File: src/pkg/cfe_map.vh
// Register map, reset values and timing counts of the channel error counter.
`ifndef CFE_MAP_VH
`define CFE_MAP_VH

// Register byte offsets on the AXI4-Lite slave.
`define CFE_OFS_CTRL      4'h0
`define CFE_OFS_THRESH    4'h4
`define CFE_OFS_STATUS    4'h8
`define CFE_OFS_CMD       4'hc

// Control register: bit 0 selects audio tone mode, which blanks the readout and on entry clears the error count and fault; no count source is switched.
`define CFE_CTRL_SRC_BIT  0
`define CFE_CTRL_RESET    1'b0
`define CFE_THRESH_RESET  12'h000

// Status register field positions.
`define CFE_ST_ERR_MSB    11
`define CFE_ST_SIGN_BIT   12
`define CFE_ST_BLANK_BIT  13
`define CFE_ST_FAULT_BIT  14
`define CFE_ST_LOW_BIT    15
`define CFE_ST_ZERO_BIT   16

// Bus responses.
`define CFE_RESP_OKAY     2'b00
`define CFE_RESP_SLVERR   2'b10

// Timing: clock period and printed times in ns, then derived cycle counts.
`define CFE_CLK_NS        5
`define CFE_RELOAD_NS     500000
`define CFE_PREBLANK_NS   2500000
`define CFE_RELOAD_CYC    (`CFE_RELOAD_NS / `CFE_CLK_NS)
`define CFE_PREBLANK_CYC  (`CFE_PREBLANK_NS / `CFE_CLK_NS)

// Transmitter prescale ratio, auxiliary oscillator period, sign one-shot.
`define CFE_PRESCALE_MAX  4'h9
`define CFE_AUX_MAX       5'h13
`define CFE_SIGN_MAX      7'h3b

`endif

File: src/rtl/cfe_channel_freq_error.v
// Channel frequency error counter with AXI4-Lite register slave.
//
// The implementer's own choices: the address map and the AXI4-Lite slave port.
`timescale 1ns/1ps
`include "cfe_map.vh"

module cfe_channel_freq_error #(
    parameter [31:0] RELOAD_CYC = `CFE_RELOAD_CYC,
    parameter [31:0] PRE_CYC    = `CFE_PREBLANK_CYC
) (
    input  wire        mclk,
    input  wire        rst,
    input  wire        window_in,
    input  wire        tx_pulse_in,
    input  wire        msd_zero_in,
    input  wire [23:0] cmd_bcd,
    input  wire [3:0]  s_axi_awaddr,
    input  wire        s_axi_awvalid,
    output reg         s_axi_awready,
    input  wire [31:0] s_axi_wdata,
    input  wire [3:0]  s_axi_wstrb,
    input  wire        s_axi_wvalid,
    output reg         s_axi_wready,
    output reg  [1:0]  s_axi_bresp,
    output reg         s_axi_bvalid,
    input  wire        s_axi_bready,
    input  wire [3:0]  s_axi_araddr,
    input  wire        s_axi_arvalid,
    output reg         s_axi_arready,
    output reg  [31:0] s_axi_rdata,
    output reg  [1:0]  s_axi_rresp,
    output reg         s_axi_rvalid,
    input  wire        s_axi_rready,
    output reg  [11:0] err_count,
    output reg         err_negative,
    output reg         readout_blank,
    output reg         freq_error_fault
);

    localparam [25:0] RELOAD_LAST = RELOAD_CYC[25:0] - 26'h1;
    localparam [25:0] PRE_LEN     = PRE_CYC[25:0];

    // Decrement a six digit BCD value by one.
    function [23:0] bcd_dec;
        input [23:0] v;
        integer      i;
        reg          borrow;
        begin
            bcd_dec = v;
            borrow = 1'b1;
            for (i = 0; i < 6; i = i + 1) begin
                if (borrow) begin
                    if (v[i*4 +: 4] == 4'h0) begin
                        bcd_dec[i*4 +: 4] = 4'h9;
                    end else begin
                        bcd_dec[i*4 +: 4] = v[i*4 +: 4] - 4'h1;
                        borrow = 1'b0;
                    end
                end
            end
        end
    endfunction

    // Increment a three digit BCD value by one; the caller saturates at 999.
    function [11:0] bcd_inc;
        input [11:0] v;
        integer      i;
        reg          carry;
        begin
            bcd_inc = v;
            carry = 1'b1;
            for (i = 0; i < 3; i = i + 1) begin
                if (carry) begin
                    if (v[i*4 +: 4] == 4'h9) begin
                        bcd_inc[i*4 +: 4] = 4'h0;
                    end else begin
                        bcd_inc[i*4 +: 4] = v[i*4 +: 4] + 4'h1;
                        carry = 1'b0;
                    end
                end
            end
        end
    endfunction

    reg        win_s1, win_s2, win_s3;
    reg        tx_s1, tx_s2, tx_s3;
    reg        msd_s1, msd_s2;
    reg [3:0]  prescale;
    reg        tx_div;
    reg [23:0] downcount;
    reg        zero_seen;
    reg        low_side_flag;
    reg [4:0]  aux_pulse_oscillator;
    reg [6:0]  sign_oneshot;
    reg        reload_pending;
    reg [25:0] reload_cnt;
    reg [25:0] hi_cnt;
    reg [25:0] last_len;
    reg        blank_d;
    reg        fault_flag;
    reg        count_source_select;
    reg [11:0] threshold;

    wire win_rise = win_s2 & ~win_s3;
    wire win_fall = ~win_s2 & win_s3;
    wire tx_qual_n = ~(win_s2 & tx_div);
    wire tx_qual = ~tx_qual_n;
    wire aux_run = low_side_flag & ~zero_seen;
    wire aux_pulse = aux_run & (aux_pulse_oscillator == `CFE_AUX_MAX);
    wire reload = reload_pending & (reload_cnt == RELOAD_LAST);
    wire pre_blank = win_s3 & (last_len > PRE_LEN)
                   & (hi_cnt >= last_len - PRE_LEN);
    wire blank_now = pre_blank | reload_pending | count_source_select;
    wire blank_start = blank_now & ~blank_d;
    wire err_step = (zero_seen & tx_qual) | aux_pulse;
    wire [11:0] err_inc = bcd_inc(err_count);
    // Fault fires on the step reaching the threshold, not on a standing count.
    wire err_hit = err_step & ~msd_s2 & (threshold != 12'h000)
                 & (blank_start ? (threshold == 12'h001)
                    : ((err_count != 12'h999) & (err_inc == threshold)));

    // Two-stage synchronisers; the third window and pulse stages serve edges.
    always @(posedge mclk) begin
        if (rst) begin
            {win_s1, win_s2, win_s3} <= 3'h0;
            {tx_s1, tx_s2, tx_s3} <= 3'h0;
            {msd_s1, msd_s2} <= 2'h0;
        end else begin
            win_s1 <= window_in;
            win_s2 <= win_s1;
            win_s3 <= win_s2;
            tx_s1 <= tx_pulse_in;
            tx_s2 <= tx_s1;
            tx_s3 <= tx_s2;
            msd_s1 <= msd_zero_in;
            msd_s2 <= msd_s1;
        end
    end

    // Divide transmitter edges by ten before gating.
    always @(posedge mclk) begin
        if (rst) begin
            prescale <= 4'h0;
            tx_div <= 1'b0;
        end else begin
            tx_div <= 1'b0;
            if (tx_s2 & ~tx_s3) begin
                if (prescale == `CFE_PRESCALE_MAX) begin
                    prescale <= 4'h0;
                    tx_div <= 1'b1;
                end else begin
                    prescale <= prescale + 4'h1;
                end
            end
        end
    end

    // Programmable down-counter and its zero indication.
    // The zero flag is registered, so the transmitter pulse that lands on zero sees
    // zero_seen still low and is kept out of the error count.
    always @(posedge mclk) begin
        if (rst) begin
            downcount <= 24'h000000;
            zero_seen <= 1'b0;
        end else if (reload) begin
            downcount <= cmd_bcd;
            zero_seen <= (cmd_bcd == 24'h000000);
        end else if (~zero_seen & (tx_qual | aux_pulse)) begin
            downcount <= bcd_dec(downcount);
            zero_seen <= (bcd_dec(downcount) == 24'h000000);
        end
    end

    // Low-side flag and auxiliary oscillator.
    always @(posedge mclk) begin
        if (rst) begin
            low_side_flag <= 1'b0;
            aux_pulse_oscillator <= 5'h00;
        end else begin
            if (reload) begin
                low_side_flag <= 1'b0;
            end else if (win_fall & ~zero_seen) begin
                low_side_flag <= 1'b1;
            end
            if (~aux_run | aux_pulse) begin
                aux_pulse_oscillator <= 5'h00;
            end else begin
                aux_pulse_oscillator <= aux_pulse_oscillator + 5'h01;
            end
        end
    end

    // Sign one-shot, retriggered by each auxiliary pulse with window closed.
    always @(posedge mclk) begin
        if (rst) begin
            sign_oneshot <= 7'h00;
        end else if (aux_pulse & low_side_flag & ~win_s2) begin
            sign_oneshot <= `CFE_SIGN_MAX;
        end else if (sign_oneshot != 7'h00) begin
            sign_oneshot <= sign_oneshot - 7'h01;
        end
    end

    // Reload delay after window fall, and window length measurement.
    // Blanking ahead of the fall is predicted from the previous window,
    // so the first window after reset gets no early blanking.
    always @(posedge mclk) begin
        if (rst) begin
            {reload_pending, reload_cnt} <= 27'h0;
            {hi_cnt, last_len} <= 52'h0;
        end else begin
            if (win_fall) begin
                reload_pending <= 1'b1;
                reload_cnt <= 26'h0;
                last_len <= hi_cnt;
            end else if (reload) begin
                reload_pending <= 1'b0;
            end else if (reload_pending) begin
                reload_cnt <= reload_cnt + 26'h1;
            end
            if (win_rise) begin
                hi_cnt <= 26'h0;
            end else if (win_s2 & (hi_cnt != 26'h3ffffff)) begin
                hi_cnt <= hi_cnt + 26'h1;
            end
        end
    end

    // Error counter and fault flag.
    // A new event in the clearing cycle is not lost: clear and count merge.
    always @(posedge mclk) begin
        if (rst) begin
            {blank_d, fault_flag} <= 2'h0;
            err_count <= 12'h000;
        end else begin
            blank_d <= blank_now;
            if (msd_s2) begin
                err_count <= 12'h000;
            end else if (blank_start) begin
                err_count <= err_step ? 12'h001 : 12'h000;
            end else if (err_step & (err_count != 12'h999)) begin
                err_count <= err_inc;
            end
            if (err_hit) begin
                fault_flag <= 1'b1;
            end else if (blank_start) begin
                fault_flag <= 1'b0;
            end
        end
    end

    // Readout outputs, all registered.
    always @(posedge mclk) begin
        if (rst) begin
            {err_negative, readout_blank, freq_error_fault} <= 3'h0;
        end else begin
            err_negative <= (sign_oneshot != 7'h00);
            readout_blank <= blank_now;
            freq_error_fault <= fault_flag & ~blank_now;
        end
    end

    // Write channel: address and data are taken together in one cycle.
    always @(posedge mclk) begin
        if (rst) begin
            {s_axi_awready, s_axi_wready, s_axi_bvalid} <= 3'h0;
            s_axi_bresp <= `CFE_RESP_OKAY;
            count_source_select <= `CFE_CTRL_RESET;
            threshold <= `CFE_THRESH_RESET;
        end else begin
            {s_axi_awready, s_axi_wready} <= 2'h0;
            if (s_axi_bvalid & s_axi_bready) begin
                s_axi_bvalid <= 1'b0;
            end
            if (s_axi_awvalid & s_axi_wvalid & ~s_axi_awready
                & ~s_axi_bvalid) begin
                {s_axi_awready, s_axi_wready, s_axi_bvalid} <= 3'h7;
                s_axi_bresp <= `CFE_RESP_OKAY;
                case (s_axi_awaddr)
                    `CFE_OFS_CTRL: begin
                        if (s_axi_wstrb[0]) begin
                            count_source_select <=
                                s_axi_wdata[`CFE_CTRL_SRC_BIT];
                        end
                    end
                    `CFE_OFS_THRESH: begin
                        if (s_axi_wstrb[0]) begin
                            threshold[7:0] <= s_axi_wdata[7:0];
                        end
                        if (s_axi_wstrb[1]) begin
                            threshold[11:8] <= s_axi_wdata[11:8];
                        end
                    end
                    `CFE_OFS_STATUS, `CFE_OFS_CMD: begin
                        s_axi_bresp <= `CFE_RESP_OKAY;
                    end
                    default: begin
                        s_axi_bresp <= `CFE_RESP_SLVERR;
                    end
                endcase
            end
        end
    end

    // Read channel: one read at a time, data registered with the answer.
    always @(posedge mclk) begin
        if (rst) begin
            {s_axi_arready, s_axi_rvalid} <= 2'h0;
            s_axi_rdata <= 32'h00000000;
            s_axi_rresp <= `CFE_RESP_OKAY;
        end else begin
            s_axi_arready <= 1'b0;
            if (s_axi_rvalid & s_axi_rready) begin
                s_axi_rvalid <= 1'b0;
            end
            if (s_axi_arvalid & ~s_axi_arready & ~s_axi_rvalid) begin
                {s_axi_arready, s_axi_rvalid} <= 2'h3;
                s_axi_rresp <= `CFE_RESP_OKAY;
                s_axi_rdata <= 32'h00000000;
                case (s_axi_araddr)
                    `CFE_OFS_CTRL: begin
                        s_axi_rdata[`CFE_CTRL_SRC_BIT] <=
                            count_source_select;
                    end
                    `CFE_OFS_THRESH: begin
                        s_axi_rdata[11:0] <= threshold;
                    end
                    `CFE_OFS_STATUS: begin
                        s_axi_rdata[`CFE_ST_ERR_MSB:0] <= err_count;
                        s_axi_rdata[`CFE_ST_SIGN_BIT] <= err_negative;
                        s_axi_rdata[`CFE_ST_BLANK_BIT] <= readout_blank;
                        s_axi_rdata[`CFE_ST_FAULT_BIT] <= fault_flag;
                        s_axi_rdata[`CFE_ST_LOW_BIT] <= low_side_flag;
                        s_axi_rdata[`CFE_ST_ZERO_BIT] <= zero_seen;
                    end
                    `CFE_OFS_CMD: begin
                        s_axi_rdata[23:0] <= downcount;
                    end
                    default: begin
                        s_axi_rresp <= `CFE_RESP_SLVERR;
                    end
                endcase
            end
        end
    end

endmodule // cfe_channel_freq_error

File: config.mk
export PLATFORM = sky130hd
export DESIGN_NAME = cfe_channel_freq_error
export DESIGN_NICKNAME = d
export VERILOG_FILES = /design/src/rtl/cfe_channel_freq_error.v
export VERILOG_INCLUDE_DIRS = /design/src /design/src/pkg
export SDC_FILE = /design/constraint.sdc
export NUM_CORES = 1
export LEC_CHECK = 0
export BUFFER_PORTS_ARGS = -buffer_cell sky130_fd_sc_hd__buf_2
export CORE_UTILIZATION = 34
export CTS_CLUSTER_SIZE = 12
export DETAILED_ROUTE_END_ITERATION = 12
export GPL_TIMING_DRIVEN = 0
export SLEW_MARGIN = 20
export SYNTH_ARGS = -nofsm -noshare
export SYNTH_HDL_FRONTEND = slang
export SYNTH_SLANG_ARGS = --single-unit
File: constraint.sdc
create_clock -name mclk -period 5.64 [get_ports mclk]
set_input_delay 0.564 -clock mclk [delete_from_list [all_inputs] [get_ports mclk]]
set_output_delay 0.564 -clock mclk [all_outputs]
set_load 0.01 [all_outputs]
# ---- Word level (Yosys, flattened, before mapping)
# Index checks and enable logic that the tools add are counted.
dict set report op_classes {
  n_eq_ne 16
  n_lt_le_gt_ge 2
  add_sub_neg 15
  mux 89
  bitwise_logic 48
  n_reduce_logical 32
}
# op count
set op_table {}
lappend op_table {{$mux 4} 35}
lappend op_table {{$add 26x1->26 const B} 2}
lappend op_table {{$logic_not 24->1} 2}
lappend op_table {{$mux 24} 2}
lappend op_table {{$mux 1} 42}
lappend op_table {{$pmux 11 s3} 1}
lappend op_table {{$eq 4x4->1 const B} 8}
lappend op_table {{$logic_not 4->1} 8}
lappend op_table {{$and 1x1->1} 29}
lappend op_table {{$eq 26x17->1 const B} 1}
lappend op_table {{$ge 26x26->1} 1}
lappend op_table {{$gt 26x19->1 const B} 1}
lappend op_table {{$ne 26x26->1 const B} 1}
lappend op_table {{$sub 26x19->26 const B} 1}
lappend op_table {{$mux 12} 2}
lappend op_table {{$sub 4x1->4 const B} 6}
lappend op_table {{$add 4x1->4 const B} 4}
lappend op_table {{$not 1->1} 14}
lappend op_table {{$reduce_bool 2->1} 7}
lappend op_table {{$reduce_or 2->1} 7}
lappend op_table {{$eq 12x1->1 const B} 1}
lappend op_table {{$eq 12x12->1} 1}
lappend op_table {{$mux 6} 2}
lappend op_table {{$ne 12x12->1 const B} 1}
lappend op_table {{14 further kinds} 23}
dict set report totals {
  output_inout_bits 56
  input_bits 78
  wordCells 237
  ff_bits 191
}

# ---- Depth between registers and ports, before layout
# Gate-level depths: netlist of run 1.
dict set report depth {
  word_depth 31
  mapped_depth 18
  mapped_depth_nobuf 17
}

# ---- Worst setup path before layout of run 1
# OpenSTA, ideal clock, no wires.
dict set report synth_path {
  path_type {register to register}
  startpoint {register last_len[5]}
  endpoint {register err_count[10]}
  synth_period_minus_slack_ns 3.383
  setup_slack_ns 2.257
  required_time_ns 5.523
  path_stages_with_launch 18
  arrival_time_ns 3.266
  cell_sequence {dfxtp_1 -> inv_1 -> ha_1 -> inv_1 -> o21ai_0 -> nand2_1 -> a21oi_1 -> nand2b_1 -> o31ai_1 -> xnor2_1 -> ha_1 -> nand4_1 -> or2_2 -> o2111ai_1 -> o21ai_0 -> o21ai_0 -> buf_2 -> nor2_1}
}
dict set report synth_via {
  elab_chain_cells 7
}
# element line_no
set synth_lines {}
lappend synth_lines {{start, declared} cfe_channel_freq_error.v:98} ;# reg [25:0] last_len;
lappend synth_lines {{start signal, assigned} cfe_channel_freq_error.v:215} ;# last_len <= hi_cnt;
lappend synth_lines {{$sub 26x19->26 or $gt 26x19->1 (tied branches)} {cfe_channel_freq_error.v:112, cfe_channel_freq_error.v:111}}
lappend synth_lines {{$ge 26x26->1 or $and 1x1->1 (tied branches)} {cfe_channel_freq_error.v:112, cfe_channel_freq_error.v:111}}
lappend synth_lines {{$and 1x1->1 *} cfe_channel_freq_error.v:112} ;# & (hi_cnt >= last_len - PRE_LEN);
lappend synth_lines {{$or 1x1->1 * (2 in series)} cfe_channel_freq_error.v:113} ;# wire blank_now = pre_blank | reload_pending | count_source_select;
lappend synth_lines {{$and 1x1->1 *} cfe_channel_freq_error.v:114} ;# wire blank_start = blank_now & ~blank_d;
lappend synth_lines {{$mux 12 or $reduce_bool 2->1 (tied branches)} --}
lappend synth_lines {{end signal, assigned} cfe_channel_freq_error.v:240} ;# err_count <= err_step ? 12'h001 : 12'h000;
lappend synth_lines {{end signal, assigned} cfe_channel_freq_error.v:242} ;# err_count <= err_inc;
lappend synth_lines {{end, declared} cfe_channel_freq_error.v:34} ;# output reg [11:0] err_count,
# Every way passes the cells marked *; elsewhere a longest branch is shown, timed or not.
# A chain may end at the register's enable or synchronous reset.

# ---- Worst setup path after layout of run 1
dict set report layout_path {
  startpoint {register last_len[5]}
  endpoint {register err_count[1]}
}
# Same word-level chain as after synthesis.

==> flow_summary.toml, run 1 <==
[clock_tree]
cts_buffer_depth = 2
clkSinkCount = 189
clkLatencyLatePin_ps = 450
cts_hold_buf = 0
cts_setup_buffers = 0
cts_made_buffers = 17
cts_tree = "done"
ctsResizeCount = 0
clockRootBuffer = "clkbuf_16"
cts-htree-levels = 4
clkTransAtPathRegs_ps = 80

[route]
first_pass_iters = 5
wire_per_inst_um = 15.4
num_vias = 8832
antenna_left = 0
drc = 0
via_per_inst = 5.16
drtIter0Drc = 646
drt-total-wl_um = 26400

[timing]
hold_viol = 0
finalSetupViolCount = 0
tightestPinTransition_ps = 900
finalCriticalPeriod_ps = 4830
drv_slew = 0
period_share = 0.857
tns_ps = 0
fmax_mhz = 207
whs_ps = 346
rsz0062_at_grt = "no"
clock_skew_ps = 16.5
relSlewSlack = 0.395

[cells_and_area]
nNetsFinal = 1438
multi_input_area_um2 = 5670
antenna_cells = 0
final_common_cell = "nor2_1"
drive_gt1_frac = 0.133
seq_area_um2 = 3780
final_cell_mix = "213 x nor2_1, 189 x dfxtp_1, 115 x nand2_1, 106 x buf_2, 76 x a21oi_1"
fill_cells = 2972
area_growth_pct = 16.1

[place]
port_buffers = 100
dpl.hpwl_um = 19900
place_congestion = 0.891

[floorplan]
die_area_um2 = 29600
core_area_um2 = 28100
io_pins = 134
fp.dieW_um = 172
rows = 61
initial_utilization = 0.350
die_h_um = 172

[setup_path]
critical_path_required_ps = 5970
critPathMaxFanout = 10
arrival_ps = 5170
crit_path_end_kind = "register"
worstSetupPathType = "reg2reg"
crit_path_start_kind = "register"

[yosys]
syn-mean-instance-area_um2 = 8.22
synth_area_leaders = "dfxtp_1 38%, nor2_1 8.1%, xnor2_1 4.7%"
synth_cells = 1195
synth_top_area_share = 0.385
yosys_warnings = 0
synth_compound_area_frac = 0.132
synth_top_family_by_area = "simple AND/OR/NAND/NOR gates"
ys_seq_area_frac = 0.385
ys_seq_elements = 189
mappedNetlistArea_um2 = 9830
synth_edf_count = 0
synthArstFlopShare = 0
synth_mux_area_frac = 0.0446
synth_top_cell_by_area = "dfxtp_1"
synthDistinctLibCells = 70
synth_ff_type = "dfxtp_1"
synth_simple_gate_area_share = 0.265
synthXorXnorAreaFrac = 0.0847
synth-adder-area-share = 0.0471

[global_route]
grt_max_degree = 19
antenna_found_initial = 0
grt_pass1_vias = 7934
grt_use_total = 0.178
grt-ovfl-total = 0
grt_pass1_wl_um = 41000

[power]
ir_worst_vdd_v = 0.000229
p_leak_uw = 0.00453
pwr_density_cell_nw_per_um2 = 245

[min_path]
hp-class = "in2reg"

[status]
status = "completed"

[job]
drv_cap = 0
## worst paths after layout
check	start	end	slack (ps)	depth (start not counted)
setup / recovery	last_len[5]$_SDFFE_PP0P_	err_count[1]$_SDFFE_PP0P_	810	18
hold / removal	s_axi_wdata[7]	threshold[7]$_SDFFE_PP0P_	350	3
setup reg to reg	last_len[5]$_SDFFE_PP0P_	err_count[1]$_SDFFE_PP0P_	810	18
hold reg to reg	tx_s1$_SDFF_PP0_	tx_s2$_SDFF_PP0_	440	1
## critical path, stage by stage (launching register included)
cell and delay, ps:
dfxtp_1 370, inv_1 80, ha_1 170, inv_1 40, o21ai_0 370, nand2_1 190
a21oi_1 340, nand2b_1 260, o31ai_1 110, xnor2_1 160, ha_1 330, nand4_1 130
nor3_1 440, o311ai_0 360, o2111ai_1 260, o21ai_0 250, o21ai_0 480, buf_2 320
a21oi_1 60
## through the flow
stage / area [um^2] / cells / worst slack [ps] / util / power (uW)
CTS: 11400 / 1713 / 802 / 0.406 / 2820
floorplan: 9860 / 1204 / 2260 / - / 1550
finish: 11400 / 1713 / 805 / 0.406 / 2790
detailed placement: 10800 / 1682 / 813 / 0.386 / 1620
global route: 11400 / 1713 / 385 / 0.406 / 2890
global placement: 10800 / 1682 / 851 / 0.386 / 1620
## metal layers
| layer | part of all wire | wire length, um | up-vias | track usage |
|---|---|---|---|---|
| li1 | - | - | 4432 | - |
| met1 | 0.48 | 12700 | 4179 | 0.243 |
| met2 | 0.45 | 12000 | 193 | 0.284 |
| met3 | 0.045 | 1190 | 28 | 0.0286 |
| met4 | 0.018 | 483 | 0 | 0.0577 |
| met5 | 0 | 0 | - | 0 |
## sequential cells by signal (all words and copies together) (netlist names), 5 cells and up
| name | flops |
|---|---|
| aux_pulse_oscillator | 5 |
| downcount | 24 |
| err_count | 12 |
| hi_cnt | 26 |
| last_len | 26 |
| reload_cnt | 26 |
| s_axi_rdata | 24 |
| sign_oneshot | 7 |
| threshold | 12 |
## cell families after synthesis
group / after synthesis
xor+xnor: 95
mux: 41
compound gates: 200
fa+ha+maj: 37
flops: 189
buf+inv: 93
other cells: 1
simple gates: 539
## report_power, final
part	internal, uW	switching, uW
Combinational	85.9	123
Clock	625	579
Sequential	1360	19.4
Total	2070	722
## Yosys cell counts (5+ instances only)
cell,n
a21oi_1,76
a211oi_1,21
nor3b_1,6
mux2i_1,28
nor4_1,27
dfxtp_1,189
nand2b_1,8
mux2_2,12
clkbuf_1,44
or2_2,5
and2_1,5
nor2_1,213
inv_1,30
o211ai_1,6
and4_1,7
nor3_1,30
buf_2,6
xnor2_1,53
a31oi_1,6
a21boi_0,5
nand2_1,115
buf_4,11
nand4_1,21
and3_1,14
a21o_1,7
nand3_1,34
nor2b_1,16
a22oi_1,26
ha_1,37
o21ai_0,23
or4_1,10
xor2_1,42
## area by class of cell
cell class / instances / share of cell area
inverters: 30 / 0.00987
multi-input cells: 922 / 0.497
well taps: 378 / 0.0415
flip-flops and latches: 189 / 0.332
clock buffers: 17 / 0.0373
plain buffers: 63 / 0.0257
repair buffers: 100 / 0.0439
clock inverters: 14 / 0.0129
Power figures use the tool's default switching activity.
==> run 2, diff against run 1 <==
Settings changed: CORE_ASPECT_RATIO set to 0.75, RECOVER_POWER set to 25.
==> flow_summary.toml, run 2 (synthesis gave the netlist of run 1 again) <==
[timing]
whs_ps = 359
drv_slew = 0
tightestPinTransition_ps = 987
fmax_mhz = 201
clock_skew_ps = 11.5
finalCriticalPeriod_ps = 4980
relSlewSlack = 0.336
finalSetupViolCount = 0
hold_viol = 0
tns_ps = 0
rsz0062_at_grt = "no"
period_share = 0.883

[setup_path]
worstSetupPathType = "reg2reg"
critical_path_required_ps = 5970
worstPathCellList = "inv_1, ha_1, inv_1, o21ai_0, nand2_1, a21oi_1, nand2b_1, o31ai_1, xnor2_1, ha_1, nand4_1, nor3_1, o311ai_0, o2111ai_1, o21ai_0, o21ai_0, buf_2, nor2_1"
arrival_ps = 5310
worst_path_max_delay_cell = "nor3_1"
critPathMaxFanout = 10
max_stage_delay_ps = 500
crit_path_start_kind = "register"
crit_path_end_kind = "register"
crit_top_cell = "o21ai_0"

[global_route]
grt-ovfl-total = 0
grt_use_total = 0.187
antenna_found_initial = 0
grt_pass1_vias = 8093
grt_max_degree = 19
grt_pass1_wl_um = 43300

[clock_tree]
cts_buffer_depth = 2
cts_tree = "done"
cts_made_buffers = 17
clkSinkCount = 189
clkTransAtPathRegs_ps = 70
cts_hold_buf = 0
ctsResizeCount = 0
cts-htree-levels = 4
clkLatencyLatePin_ps = 440
cts_setup_buffers = 0
clockRootBuffer = "clkbuf_16"

[cells_and_area]
nNetsFinal = 1438
antenna_cells = 0
final_core_util = 0.405
drive_gt1_frac = 0.104
largestRegisters = "hi_cnt: 26 flops, last_len: 26 flops, reload_cnt: 26 flops"
final_cell_mix = "213 x nor2_1, 189 x dfxtp_1, 115 x nand2_1, 83 x clkbuf_1, 76 x a21oi_1"
area_growth_pct = 16.2
final_common_cell = "nor2_1"

[floorplan]
fp.dieW_um = 198
core_area_um2 = 28200
die_h_um = 149
die_area_um2 = 29600
rows = 53
io_pins = 134
initial_utilization = 0.349

[place]
place_congestion = 0.886
port_buffers = 100
dpl.hpwl_um = 20900

[route]
drt-total-wl_um = 27500
drc = 0
wire_per_inst_um = 16.0
num_vias = 8850
antenna_left = 0
first_pass_iters = 7
via_per_inst = 5.14
drtIter0Drc = 635

[power]
pwr_density_cell_nw_per_um2 = 253
ir_worst_vdd_v = 0.000217
p_leak_uw = 0.00439

[status]
status = "completed"

[min_path]
hp-class = "in2reg"

[job]
drv_cap = 0
## run 2: worst paths after layout
| path | startpoint | slack [ps] | to | cells after the start |
|---|---|---|---|---|
| hold reg to reg | win_s1$_SDFF_PP0_ | 440 | win_s2$_SDFF_PP0_ | 1 |
| hold / removal | s_axi_wdata[2] | 360 | threshold[2]$_SDFFE_PP0P_ | 3 |
| setup reg to reg | last_len[5]$_SDFFE_PP0P_ | 660 | err_count[7]$_SDFFE_PP0P_ | 18 |
| setup / recovery | last_len[5]$_SDFFE_PP0P_ | 660 | err_count[7]$_SDFFE_PP0P_ | 18 |
## run 2: where the power goes
group          internal, uW  leakage, uW  switching (uW)
clock                   729     0.000312             575
sequential             1360      0.00153            19.3
combinational          84.4      0.00255             126
total                  2170      0.00439             721
## run 2: cell type report
type / instances / area [um^2]
Buffer: 63 / 293
Clock buffer: 18 / 439
Clock inverter: 14 / 194
Fill cell: 2926 / 16800
Inverter: 30 / 113
Multi-Input combinational cell: 922 / 5670
Sequential cell: 189 / 3780
Tap cell: 385 / 482
Timing Repair Buffer: 100 / 452
## run 2: worst max-delay path, delay by kind of cell, from the launching register on
kind / cells / cell delay (ps)
adders and majority gates: 2 / 510
DFF: 1 / 370
AOI/OAI and AO/OA: 7 / 2270
and+or+nand+nor: 5 / 1150
xor gates and xnor gates: 1 / 160
buffers and inverters: 3 / 410
## run 2: metal layers
| metal | track usage | up-vias | wire length, um |
|---|---|---|---|
| li1 | - | 4433 | - |
| met1 | 0.274 | 4182 | 14400 |
| met2 | 0.275 | 198 | 11300 |
| met3 | 0.0393 | 37 | 1410 |
| met4 | 0.0504 | 0 | 408 |
| met5 | 0 | - | 0 |
## run 2: stage by stage
step	std cells	area, um^2	setup WS [ps]	total power, uW
6_report	1721	11400	657	2890
2_1_floorplan	1204	9860	2260	1550
5_1_grt	1721	11400	473	3000
3_3_place_gp	1689	10800	966	1620
3_5_place_dp	1689	10800	849	1620
4_1_cts	1721	11500	809	2920
==> run 3, diff against run 2 <==
Settings changed: CORE_ASPECT_RATIO 0.75 to 1.4, PLACE_DENSITY set to 0.61.
==> flow_summary.toml, run 3 (synthesis gave the netlist of run 1 again) <==
[floorplan]
fp.dieW_um = 146
die_area_um2 = 29600
initial_utilization = 0.346
io_pins = 134
die_h_um = 203
core_area_um2 = 28400
rows = 73

[cells_and_area]
final_common_cell = "nor2_1"
multi_input_area_um2 = 5670
finalNonFillerCells = 1710
antenna_cells = 0
area_growth_pct = 16.1
drive_gt1_frac = 0.103
nNetsFinal = 1438
largestRegisters = "hi_cnt: 26 flops, last_len: 26 flops, reload_cnt: 26 flops"
final_cell_mix = "213 x nor2_1, 189 x dfxtp_1, 115 x nand2_1, 84 x clkbuf_1, 76 x a21oi_1"
seq_area_um2 = 3780
final_core_util = 0.402
fill_cells = 2928

[clock_tree]
ctsResizeCount = 0
cts_made_buffers = 17
clkSinkCount = 189
cts_buffer_depth = 2
cts-htree-levels = 4
cts_hold_buf = 0
cts_setup_buffers = 0
cts_tree = "done"
clockRootBuffer = "clkbuf_16"
clkLatencyLatePin_ps = 440
clkTransAtPathRegs_ps = 70

[setup_path]
max_stage_delay_ps = 600
r2r_cells = 18
crit_path_start_kind = "register"
critical_path_required_ps = 5970
worst_path_max_delay_cell = "o21ai_0"
worstSetupPathType = "reg2reg"
critPathMaxFanout = 10
crit_path_end_kind = "register"
worstPathCellList = "inv_1, ha_1, inv_1, o21ai_0, nand2_1, a21oi_1, nand2b_1, o31ai_1, xnor2_1, ha_1, nand4_1, nor3_1, o311ai_0, o2111ai_1, o21ai_0, o21ai_0, buf_2, nor2_1"
crit_top_cell = "o21ai_0"
arrival_ps = 5050

[global_route]
grt_pass1_vias = 8677
grt-ovfl-total = 0
antenna_found_initial = 0
grt_max_degree = 17
grt_use_total = 0.192
grt_pass1_wl_um = 45000

[timing]
finalCriticalPeriod_ps = 4730
rsz0062_at_grt = "no"
postLayoutSetupSlackWorst_ps = 911
tightestPinTransition_ps = 1060
relSlewSlack = 0.289
clock_skew_ps = 9.05
period_share = 0.838
fmax_mhz = 211
finalSetupViolCount = 0
tns_ps = 0
drv_slew = 0
hold_viol = 0

[route]
wire_per_inst_um = 16.2
via_per_inst = 5.14
first_pass_iters = 6
drt-total-wl_um = 27600
drc = 0
antenna_left = 0
num_vias = 8792
drtIter0Drc = 422

[min_path]
min_path_cells = 2
hp-class = "in2reg"

[place]
dp.cells = 1679
place_congestion = 0.914
dpl.hpwl_um = 21600
pre_cts_ws_ps = 878
port_buffers = 100

[power]
ir_worst_vdd_v = 0.000126
power.total_uw = 2890
pwr_density_cell_nw_per_um2 = 254
p_leak_uw = 0.00439

[status]
status = "completed"

[job]
drv_cap = 0
## run 3: report_power, final
part | switching [uW] | internal [uW]
Combinational | 126 | 84.1
Sequential | 20.8 | 1360
Clock | 526 | 776
Total | 672 | 2220
## run 3: cell type report
type,count,area share
multi-input combinational,922,0.497
sequential,189,0.332
clock buffer,21,0.0412
tap,375,0.0411
timing repair buffer,100,0.0396
buffer,63,0.0257
clock inverter,10,0.0140
inverter,30,0.00987
## run 3: critical path, delay by kind of cell (launching register included)
kind	cells	cell delay, ps
AO/OA/AOI/OAI	7	2160
AND/OR/NAND/NOR	5	920
adder cells (fa/ha/maj)	2	500
buffers and inverters	3	480
flip-flops	1	370
XOR/XNOR	1	170
## run 3: worst paths after layout
path                                 start                        end  slack [ps]
setup reg to reg  last_len[5]$_SDFFE_PP0P_  err_count[4]$_SDFFE_PP0P_         910
setup / recovery  last_len[5]$_SDFFE_PP0P_  err_count[4]$_SDFFE_PP0P_         910
hold / removal                 tx_pulse_in           tx_s1$_SDFF_PP0_         330
hold reg to reg          win_s1$_SDFF_PP0_          win_s2$_SDFF_PP0_         440
## run 3: per-stage QoR
stage	hold slack (ps)	cell area, um^2
global route	328	11400
finish	330	11400
detailed placement	426	10800
CTS	311	11500
floorplan	414	9860
global placement	430	10800
## run 3: layer usage
metal  track usage  vias to the layer above  part of all wire
met3        0.0302                       61             0.030
met5             0                        -                 0
met4         0.105                        0             0.043
li1              -                     4431                 -
met2         0.357                      190              0.52
met1         0.208                     4110              0.40
